`src/fmhi_pkg.sv`:
```
// constants and carrier types for the fax modem host interface
package fmhi_pkg;
   // ----------------------------------------
   // bus geometry
   // ----------------------------------------
   localparam int DATA_W = 8;
   localparam int ADDR_W = 5;
   localparam int REG_COUNT = 32;
   localparam int BITS_PER_BYTE = 8;
   localparam int FIFO_DEPTH = 32;

   // ----------------------------------------
   // interface memory map
   // ----------------------------------------
   localparam logic [4:0] REG_TX_BUF = 5'h00;
   localparam logic [4:0] REG_RX_BUF = 5'h01;
   localparam logic [4:0] REG_CONTROL = 5'h02;
   localparam logic [4:0] REG_IRQ_ENABLE = 5'h03;
   localparam logic [4:0] REG_STATUS = 5'h04;
   localparam logic [4:0] REG_CHANGE = 5'h05;
   localparam logic [4:0] REG_BUF_STATE = 5'h06;
   localparam int CTRL_PDM_BIT = 0;
   localparam int BUF_TX_FULL_BIT = 0;
   localparam int BUF_RX_AVAIL_BIT = 1;
   localparam int BUF_READY_BIT = 2;
   localparam logic [7:0] REG_RESET = 8'h00;
   localparam logic RX_IDLE_LEVEL = 1'b1;

   // ----------------------------------------
   // timing
   // ----------------------------------------
   localparam int CLK_PERIOD_NS = 4;
   localparam int POR_LOW_MS = 350;
   localparam int READY_MS = 15;
   localparam int READY_CYCLES_DEF = READY_MS * 1000000 / CLK_PERIOD_NS;

   // ----------------------------------------
   // carriers
   // ----------------------------------------
   typedef struct packed {
      logic sel;
      logic rd;
      logic wr;
      logic [4:0] addr;
      logic [7:0] data;
   } bus_req_t;

   typedef struct packed {
      logic valid;
      logic [7:0] data;
   } byte_xfer_t;
endpackage

```
`src/fmhi_fifo.sv`:
```
// flip-flop fifo with valid/ready on both sides
`timescale 1ns/1ps
module fmhi_fifo #(
   parameter int WIDTH = 8,
   parameter int DEPTH = 32
) (
   input wire logic sys_clk_in,
   input wire logic rst_in,
   input wire logic in_valid_in,
   output logic in_ready_out,
   input wire logic [WIDTH-1:0] in_data_in,
   output logic out_valid_out,
   input wire logic out_ready_in,
   output logic [WIDTH-1:0] out_data_out
);
   localparam int PW = $clog2(DEPTH);
   logic [WIDTH-1:0] mem [DEPTH];
   logic [PW-1:0] wr_ptr, rd_ptr, next_wr_ptr, next_rd_ptr;
   logic [PW:0] count, next_count;
   logic push, pop;

   always_comb begin
      push = in_valid_in && (count != PW'(0) + (PW+1)'(DEPTH));
      pop = out_ready_in && (count != '0);
      next_wr_ptr = push ? ((wr_ptr == PW'(DEPTH - 1)) ? '0 : wr_ptr + 1'b1) : wr_ptr;
      next_rd_ptr = pop ? ((rd_ptr == PW'(DEPTH - 1)) ? '0 : rd_ptr + 1'b1) : rd_ptr;
      next_count = count + (PW+1)'(push) - (PW+1)'(pop);
   end

   always_ff @(posedge sys_clk_in) begin
      if (rst_in) begin
         wr_ptr <= '0;
         rd_ptr <= '0;
         count <= '0;
      end else begin
         wr_ptr <= next_wr_ptr;
         rd_ptr <= next_rd_ptr;
         count <= next_count;
      end
      if (push) begin
         mem[wr_ptr] <= in_data_in;
      end
   end

   // flags follow the registered count, honest every cycle
   assign in_ready_out = (count != (PW+1)'(DEPTH));
   assign out_valid_out = (count != '0);
   assign out_data_out = mem[rd_ptr];
endmodule

```
`src/fax_modem_host_interface.sv`:
```
// host bus, serial data port and interrupt logic of the fax modem
// Contract
// - with chip select active, five select lines (top one msb) pick one of 32 registers
// - eight-bit two-way data bus, highest line is msb
// - data bus floats whenever no read or write is in progress
// - register data moves only while host holds chip select active
// - strap low: read pin is read strobe, write pin is write strobe
// - strap high: read pin is phase-two clock, write pin is read/write line
// - interrupt only when its enable is set and selected status change occurs
// - interrupt output only pulls low, else floats on external pull-up
// - serial mode: sample transmit input on bit clock rising edge
// - parallel mode: ignore serial input, take bytes written to transmit buffer
// - received data appears on serial output in both data modes
// - serial receive output changes on bit clock falling edge
// - power-on reset held low about 350 ms; ready 15 ms after it rises
`timescale 1ns/1ps
module fax_modem_host_interface
   import fmhi_pkg::*;
#(
   parameter int READY_CYCLES = fmhi_pkg::READY_CYCLES_DEF,
   parameter int TX_FIFO_DEPTH = fmhi_pkg::FIFO_DEPTH
) (
   input wire logic sys_clk_in,
   input wire logic rst_in,
   input wire logic power_on_reset_n_in,
   input wire logic bus_style_strap_in,
   input wire logic chip_select_n_in,
   input wire logic read_pin_in,
   input wire logic write_pin_in,
   input wire logic [fmhi_pkg::ADDR_W-1:0] register_select_lines_in,
   input wire logic [fmhi_pkg::DATA_W-1:0] host_data_lines_in,
   output logic [fmhi_pkg::DATA_W-1:0] host_data_lines_out,
   output logic host_data_lines_oe_n_out,
   output logic irq_n_out,
   output logic irq_oe_n_out,
   input wire logic bit_clock_in,
   input wire logic serial_tx_input_in,
   output logic serial_rx_output_out,
   input wire logic [fmhi_pkg::DATA_W-1:0] modem_status_in,
   output logic [fmhi_pkg::DATA_W-1:0] tx_data_out,
   output logic tx_valid_out,
   input wire logic tx_ready_in,
   input wire logic [fmhi_pkg::DATA_W-1:0] rx_data_in,
   input wire logic rx_valid_in,
   output logic rx_ready_out,
   output logic ready_out
);
   import fmhi_pkg::*;

   // ----------------------------------------
   // reset and bus decode
   // ----------------------------------------
   logic rst;
   bus_req_t req;
   assign rst = rst_in || !power_on_reset_n_in;

   always_comb begin
      req.sel = !chip_select_n_in;
      if (bus_style_strap_in) begin
         req.rd = req.sel && read_pin_in && write_pin_in;
         req.wr = req.sel && read_pin_in && !write_pin_in;
      end else begin
         req.rd = req.sel && !read_pin_in;
         req.wr = req.sel && !write_pin_in;
      end
      req.addr = register_select_lines_in;
      req.data = host_data_lines_in;
   end

   // ----------------------------------------
   // interface memory and bus answer
   // ----------------------------------------
   logic [7:0] regs [REG_COUNT];
   logic [7:0] next_regs [REG_COUNT];
   bus_req_t wr_hold, rd_hold, next_wr_hold, next_rd_hold;
   logic [7:0] next_dout;
   logic commit, rd_done, pdm;
   logic [7:0] change, status_q, rx_hold;
   logic rx_avail, tx_full, push_ready;
   byte_xfer_t push, next_push;

   assign pdm = regs[REG_CONTROL][CTRL_PDM_BIT];
   // data is taken as the strobe ends, when the host has surely settled it
   assign commit = wr_hold.wr && !req.wr;
   assign rd_done = rd_hold.rd && !req.rd;

   always_comb begin
      next_regs = regs;
      next_wr_hold = req.wr ? req : wr_hold;
      next_wr_hold.wr = req.wr;
      next_rd_hold = req;
      if (commit && wr_hold.addr != REG_RX_BUF && wr_hold.addr != REG_STATUS
          && wr_hold.addr != REG_CHANGE && wr_hold.addr != REG_BUF_STATE) begin
         next_regs[wr_hold.addr] = wr_hold.data;
      end
      unique case (req.addr)
         REG_RX_BUF: next_dout = rx_hold;
         REG_STATUS: next_dout = status_q;
         REG_CHANGE: next_dout = change;
         REG_BUF_STATE: begin
            next_dout = 8'h00;
            next_dout[BUF_TX_FULL_BIT] = tx_full;
            next_dout[BUF_RX_AVAIL_BIT] = rx_avail;
            next_dout[BUF_READY_BIT] = ready_out;
         end
         default: next_dout = regs[req.addr];
      endcase
   end

   always_ff @(posedge sys_clk_in) begin
      if (rst) begin
         for (int i = 0; i < REG_COUNT; i++) begin
            regs[i] <= REG_RESET;
         end
         wr_hold <= '0;
         rd_hold <= '0;
         host_data_lines_out <= 8'h00;
         host_data_lines_oe_n_out <= 1'b1;
      end else begin
         regs <= next_regs;
         wr_hold <= next_wr_hold;
         rd_hold <= next_rd_hold;
         host_data_lines_out <= next_dout;
         host_data_lines_oe_n_out <= !req.rd;
      end
   end

   // ----------------------------------------
   // transmit path
   // ----------------------------------------
   logic bclk_q, bclk_rise, bclk_fall;
   logic [7:0] tx_shift, next_tx_shift;
   logic [2:0] tx_cnt, next_tx_cnt;

   assign bclk_rise = bit_clock_in && !bclk_q;
   assign bclk_fall = !bit_clock_in && bclk_q;

   // a byte finished while the previous one still waits for room is lost;
   // software watches the full flag to avoid it
   always_comb begin
      next_tx_shift = tx_shift;
      next_tx_cnt = tx_cnt;
      next_push = push;
      if (push.valid && push_ready) begin
         next_push.valid = 1'b0;
      end
      if (!pdm && bclk_rise) begin
         next_tx_shift = {serial_tx_input_in, tx_shift[7:1]};
         next_tx_cnt = tx_cnt + 3'h1;
         if (tx_cnt == 3'(BITS_PER_BYTE - 1) && !push.valid) begin
            next_push.valid = 1'b1;
            next_push.data = {serial_tx_input_in, tx_shift[7:1]};
         end
      end
      if (pdm && commit && wr_hold.addr == REG_TX_BUF && !push.valid) begin
         next_push.valid = 1'b1;
         next_push.data = wr_hold.data;
      end
   end

   always_ff @(posedge sys_clk_in) begin
      // tracks the pin through reset too, so release never shows a false edge
      bclk_q <= bit_clock_in;
      if (rst) begin
         tx_shift <= 8'h00;
         tx_cnt <= 3'h0;
         push <= '0;
         tx_full <= 1'b0;
      end else begin
         tx_shift <= next_tx_shift;
         tx_cnt <= next_tx_cnt;
         push <= next_push;
         tx_full <= !push_ready;
      end
   end

   fmhi_fifo #(
      .WIDTH(DATA_W),
      .DEPTH(TX_FIFO_DEPTH)
   ) u_tx_fifo (
      .sys_clk_in(sys_clk_in),
      .rst_in(rst),
      .in_valid_in(push.valid),
      .in_ready_out(push_ready),
      .in_data_in(push.data),
      .out_valid_out(tx_valid_out),
      .out_ready_in(tx_ready_in),
      .out_data_out(tx_data_out)
   );

   // ----------------------------------------
   // receive path
   // ----------------------------------------
   logic [7:0] rx_shift, next_rx_shift, next_rx_hold;
   logic [3:0] rx_cnt, next_rx_cnt;
   logic next_rxd, next_rx_avail;

   always_comb begin
      next_rx_shift = rx_shift;
      next_rx_cnt = rx_cnt;
      next_rx_hold = rx_hold;
      next_rxd = serial_rx_output_out;
      next_rx_avail = rx_avail;
      if (rd_done && rd_hold.addr == REG_RX_BUF) begin
         next_rx_avail = 1'b0;
      end
      if (bclk_fall) begin
         if (rx_cnt != 4'h0) begin
            next_rxd = rx_shift[0];
            next_rx_shift = {1'b0, rx_shift[7:1]};
            next_rx_cnt = rx_cnt - 4'h1;
         end else begin
            next_rxd = RX_IDLE_LEVEL;
         end
      end
      if (rx_valid_in && rx_ready_out) begin
         next_rx_shift = rx_data_in;
         next_rx_cnt = 4'(BITS_PER_BYTE);
         next_rx_hold = rx_data_in;
         next_rx_avail = 1'b1;
      end
   end

   always_ff @(posedge sys_clk_in) begin
      if (rst) begin
         rx_shift <= 8'h00;
         rx_cnt <= 4'h0;
         rx_hold <= 8'h00;
         rx_avail <= 1'b0;
         serial_rx_output_out <= RX_IDLE_LEVEL;
         rx_ready_out <= 1'b0;
      end else begin
         rx_shift <= next_rx_shift;
         rx_cnt <= next_rx_cnt;
         rx_hold <= next_rx_hold;
         rx_avail <= next_rx_avail;
         serial_rx_output_out <= next_rxd;
         rx_ready_out <= (next_rx_cnt == 4'h0);
      end
   end

   // ----------------------------------------
   // status change, interrupt and readiness
   // ----------------------------------------
   logic [7:0] next_change;
   logic [31:0] ready_cnt, next_ready_cnt;

   always_comb begin
      next_change = change;
      if (commit && wr_hold.addr == REG_CHANGE) begin
         next_change = change & ~wr_hold.data;
      end
      // a change landing in the clearing cycle survives
      next_change = next_change | (modem_status_in ^ status_q);
      next_ready_cnt = ready_cnt;
      if (ready_cnt != 32'(READY_CYCLES)) begin
         next_ready_cnt = ready_cnt + 32'h1;
      end
   end

   always_ff @(posedge sys_clk_in) begin
      if (rst) begin
         status_q <= 8'h00;
         change <= 8'h00;
         irq_n_out <= 1'b0;
         irq_oe_n_out <= 1'b1;
         ready_cnt <= 32'h0;
         ready_out <= 1'b0;
      end else begin
         status_q <= modem_status_in;
         change <= next_change;
         irq_n_out <= 1'b0;
         irq_oe_n_out <= !(|(change & regs[REG_IRQ_ENABLE]));
         ready_cnt <= next_ready_cnt;
         ready_out <= (next_ready_cnt == 32'(READY_CYCLES));
      end
   end
endmodule

```
`config.mk`:
```
export PLATFORM = sky130hd
export DESIGN_NAME = fax_modem_host_interface
export DESIGN_NICKNAME = d
export VERILOG_FILES = /design/src/fmhi_pkg.sv /design/src/fmhi_fifo.sv /design/src/fax_modem_host_interface.sv
export SDC_FILE = /design/constraint.sdc
export NUM_CORES = 1
export LEC_CHECK = 0
export BUFFER_PORTS_ARGS = -buffer_cell sky130_fd_sc_hd__buf_2
export CORE_UTILIZATION = 62
export DETAILED_ROUTE_END_ITERATION = 10
export GPL_TIMING_DRIVEN = 0
export PLACE_DENSITY = 0.75
export SLEW_MARGIN = 40
export SYNTH_ARGS = -nofsm -noshare
export SYNTH_HDL_FRONTEND = slang
export SYNTH_SLANG_ARGS = --single-unit
```
`constraint.sdc`:
```
create_clock -name sys_clk_in -period 3.4 [get_ports sys_clk_in]
set_input_delay 0.51 -clock sys_clk_in [delete_from_list [all_inputs] [get_ports sys_clk_in]]
set_output_delay 0.51 -clock sys_clk_in [all_outputs]
set_load 0.01 [all_outputs]
```
==> impl_metrics.env <==
export IMPL_outcome="complete, no violations"
export IMPL_drive_gt1_share_pct=19.0
export IMPL_min_tclk_post_route_ps=3350
export IMPL_power_density_nw_per_um2=544
export IMPL_layout_area_overhead_vs_synth_pct=13.0
export IMPL_synth_yosys_warnings=0
export IMPL_utilization_pct=71.5
export IMPL_ys_ff_latch=656
export IMPL_syn_cell_area_um2=27400
export IMPL_first_global_vias=17900
export IMPL_grt_setup_unrepaired="false"
export IMPL_boundaryPins=63
export IMPL_synthFlopType="sky130_fd_sc_hd__dfxtp_1"
export IMPL_overall_fraction_of_global_route_tracks_in_use_pct=32.4
export IMPL_maxCapViolations=0
export IMPL_grt_first_pass_wirelength_um=108000
export IMPL_synth_top_area_share_pct=29.2
export IMPL_maxClockFrequency_mhz=298
export IMPL_pin_count_of_the_biggest_net_entering_global_routing=34
export IMPL_cp_end_kind="output pin"
export IMPL_ys_types=73
export IMPL_power_ir_vdd_worst_mv=0.378
export IMPL_max_slew_worst_pin_slew_ps=941
export IMPL_worst_path_max_fanout=9
export IMPL_final_setup_viol_count=0
export IMPL_place_congestion=0.961
export IMPL_fp_dieH_um=212
export IMPL_cts_sink_count=656
export IMPL_mean_instance_size_in_the_synthesized_netlist_um2=12.8
export IMPL_synth_top_cells_by_area="sky130_fd_sc_hd__dfxtp_1 (29%), sky130_fd_sc_hd__edfxtp_1 (28%), sky130_fd_sc_hd__mux4_2 (13%)"
export IMPL_cts_inserted_buffers=68
export IMPL_die_area_um2=45100
export IMPL_placement_io_buffers=58
export IMPL_post_route_period_util_pct=98.5
export IMPL_core_area_um2=43400
export IMPL_net_count_after_synthesis=2211
export IMPL_die_w_um=212
export IMPL_clk_latency_ps=600
export IMPL_route_vias_total=18500
export IMPL_avgRoutedWirePerCell_um=24.5
export IMPL_clock_tree_buffer_depth=3
export IMPL_fillerInstances=3029
export IMPL_timing_critical_path_buf_inv=3
export IMPL_timing_critical_path_max_delay_family="multiplexers"
export IMPL_yosysSeqAreaShare_pct=57.3
export IMPL_critPathKind="flop to output pin"
export IMPL_crit_path_cell_trace="buf_12 -> buf_12 -> mux4_2 -> mux4_2 -> mux2_2 -> buf_2"
export IMPL_slew_headroom_pct=37.3
export IMPL_synth_enable_flop_cells=256
export IMPL_drt_iter0_drc=2146
export IMPL_detailed_place_hpwl_um=48400
export IMPL_timing_final_max_slew_violations=0
export IMPL_largest_area_contributor_in_the_netlist="sky130_fd_sc_hd__dfxtp_1"
export IMPL_cts_reportedPaths_clkPinSlew_ps=60
export IMPL_critical_path_arrival_ps=2840
export IMPL_startpoint_type="flop"
export IMPL_postSynth_asyncResetShare_pct=0
export IMPL_worst_hold_path_type="input port to flop"
export IMPL_postSynthCellCount=2149
export IMPL_dpl_worst_slack_ps=-100
export IMPL_setup_ws_post_layout_ps=49.8
export IMPL_vias_per_cell=6.33
export IMPL_grt_antenna_before_repair=2
export IMPL_starting_utilization_of_the_core_area_pct=63.2
export IMPL_ctsHtreeMaxLevel=3
export IMPL_rows=76
export IMPL_drt_wl_total_um=71600
export IMPL_drt_pass1_iterations=6
export IMPL_grt_remaining_overflow=0
export IMPL_critical_path_slowest_cell="sky130_fd_sc_hd__mux4_2"
export IMPL_finalSetupTns_ps=0
export IMPL_cts_root_buf="sky130_fd_sc_hd__clkbuf_16"
export IMPL_fin_nets=2349
export IMPL_postRouteAntennaNets=0
export IMPL_clock_tree_from_tritoncts="done"
export IMPL_critPathMaxStageDelay_ps=600
export IMPL_cp_required_ps=2890
export IMPL_cellLeakagePower_nw=10.2
export IMPL_hold_violations=0
export IMPL_drc_errors=0
export IMPL_finalClockSkew_ps=22.9
[registers in the layout, summed over array words and instances, names as in the netlist, 3 cells and up, named ones only]
name and cells:
push 9, rx_cnt 4, rd_hold 6, rx_shift 8, u_tx_fifo.count 6, wr_hold 14, u_tx_fifo.rd_ptr 5, tx_shift 7
rx_hold 8, tx_cnt 3, regs 255, u_tx_fifo.mem 256, change 8, status_q 8, u_tx_fifo.wr_ptr 5, ready_cnt 32
host_data_lines_out 8
[cell families after synthesis]
family | synth area share (%)
multiplexers | 21.4
flip-flops | 57.3
AO/OA/AOI/OAI | 3.55
buffers and inverters | 2.61
other | 0.0137
AND/OR/NAND/NOR | 12.7
adder cells (fa/ha/maj) | 1.03
XOR/XNOR | 1.50
[cell usage after synthesis, types with 14 or more instances]
cell                       count
sky130_fd_sc_hd__and2_1       53
sky130_fd_sc_hd__xor2_1       23
sky130_fd_sc_hd__edfxtp_1    256
sky130_fd_sc_hd__a21oi_1     107
sky130_fd_sc_hd__mux4_2      160
sky130_fd_sc_hd__xnor2_1      24
sky130_fd_sc_hd__dfxtp_1     400
sky130_fd_sc_hd__inv_1        20
sky130_fd_sc_hd__mux2_2       15
sky130_fd_sc_hd__nor2_1      306
sky130_fd_sc_hd__clkbuf_1    105
sky130_fd_sc_hd__nor3_1       14
sky130_fd_sc_hd__nand4_1      16
sky130_fd_sc_hd__nand3_1      63
sky130_fd_sc_hd__ha_1         21
sky130_fd_sc_hd__mux2i_1     209
sky130_fd_sc_hd__buf_2        22
sky130_fd_sc_hd__nand2_1     151
[worst paths after layout]
check                                   startpoint            endpoint  slack [ps]  depth (start not counted)
worst min register to register           regs[200]           regs[200]         460                          1
worst min-delay path                  bit_clock_in              bclk_q          60                          1
worst max register to register  u_tx_fifo.count[2]  u_tx_fifo.count[4]         340                         13
worst max-delay path                          flop      tx_data_out[2]          50                          6
[cell usage in the layout, fill, tap and decap left out, types with 7 or more instances in the layout]
| cell | count |
|---|---|
| sky130_fd_sc_hd__a22oi_1 | 12 |
| sky130_fd_sc_hd__clkinv_2 | 11 |
| sky130_fd_sc_hd__buf_6 | 7 |
| sky130_fd_sc_hd__or3_1 | 8 |
| sky130_fd_sc_hd__dfxtp_2 | 10 |
| sky130_fd_sc_hd__mux2_2 | 15 |
| sky130_fd_sc_hd__and2_1 | 53 |
| sky130_fd_sc_hd__nand3_1 | 63 |
| sky130_fd_sc_hd__mux2i_1 | 209 |
| sky130_fd_sc_hd__a21oi_1 | 107 |
| sky130_fd_sc_hd__clkbuf_1 | 109 |
| sky130_fd_sc_hd__xor2_1 | 23 |
| sky130_fd_sc_hd__nand2_1 | 151 |
| sky130_fd_sc_hd__nor2_1 | 302 |
| sky130_fd_sc_hd__nor3_1 | 9 |
| sky130_fd_sc_hd__clkbuf_16 | 71 |
| sky130_fd_sc_hd__clkbuf_8 | 16 |
| sky130_fd_sc_hd__dfxtp_1 | 389 |
| sky130_fd_sc_hd__buf_4 | 17 |
| sky130_fd_sc_hd__and3_1 | 10 |
| sky130_fd_sc_hd__nor4_1 | 9 |
| sky130_fd_sc_hd__edfxtp_1 | 256 |
| sky130_fd_sc_hd__buf_2 | 73 |
| sky130_fd_sc_hd__nand4_1 | 16 |
| sky130_fd_sc_hd__inv_1 | 20 |
| sky130_fd_sc_hd__o21ai_0 | 13 |
| sky130_fd_sc_hd__nor2b_1 | 7 |
| sky130_fd_sc_hd__buf_1 | 7 |
| sky130_fd_sc_hd__mux4_2 | 160 |
| sky130_fd_sc_hd__ha_1 | 21 |
| sky130_fd_sc_hd__xnor2_1 | 24 |
| sky130_fd_sc_hd__nor4_4 | 12 |
[timing repair]
action,4_1_cts,5_1_grt
setup buffers,2,3
gates resized for setup,29,10
endpoints found under the hold margin,0,0
hold buffers,0,0
setup endpoints to repair,8,7
[layout make-up]
| type | count | area, µm² | share of cell area, % |
|---|---|---|---|
| Inverter | 21 | 78.8 | 0.254 |
| Clock inverter | 25 | 260 | 0.840 |
| Timing Repair Buffer | 70 | 393 | 1.27 |
| Antenna cell | 1 | 2.50 | 0.00808 |
| Sequential cell | 656 | 15700 | 50.7 |
| Clock buffer | 98 | 2030 | 6.55 |
| Tap cell | 585 | 732 | 2.36 |
| Multi-Input combinational cell | 1326 | 11000 | 35.7 |
| Buffer | 144 | 731 | 2.36 |
[per-stage QoR]
stage	area, µm²	power [W]	instances	hold WS (ps)
global placement	28400	0.00937	2792	437
detailed placement	28500	0.00939	2796	440
finish	31000	0.0169	2926	60.1
global route	31000	0.0173	2925	59.3
CTS	30900	0.0169	2919	42.0
floorplan	27400	0.00909	2149	424
[power breakdown]
part	internal [W]	switching [W]
Clock	0.00447	0.00310
Sequential	0.00815	0.0000363
Combinational	0.000481	0.000633
Total	0.0131	0.00376
[routing by layer]
layer | track usage, % | routed length (µm)
met5 | 0 | 17
met4 | 11.6 | 2180
met3 | 5.86 | 6740
met2 | 50.5 | 33200
met1 | 45.9 | 29500
(Power assumes the default switching activity.)
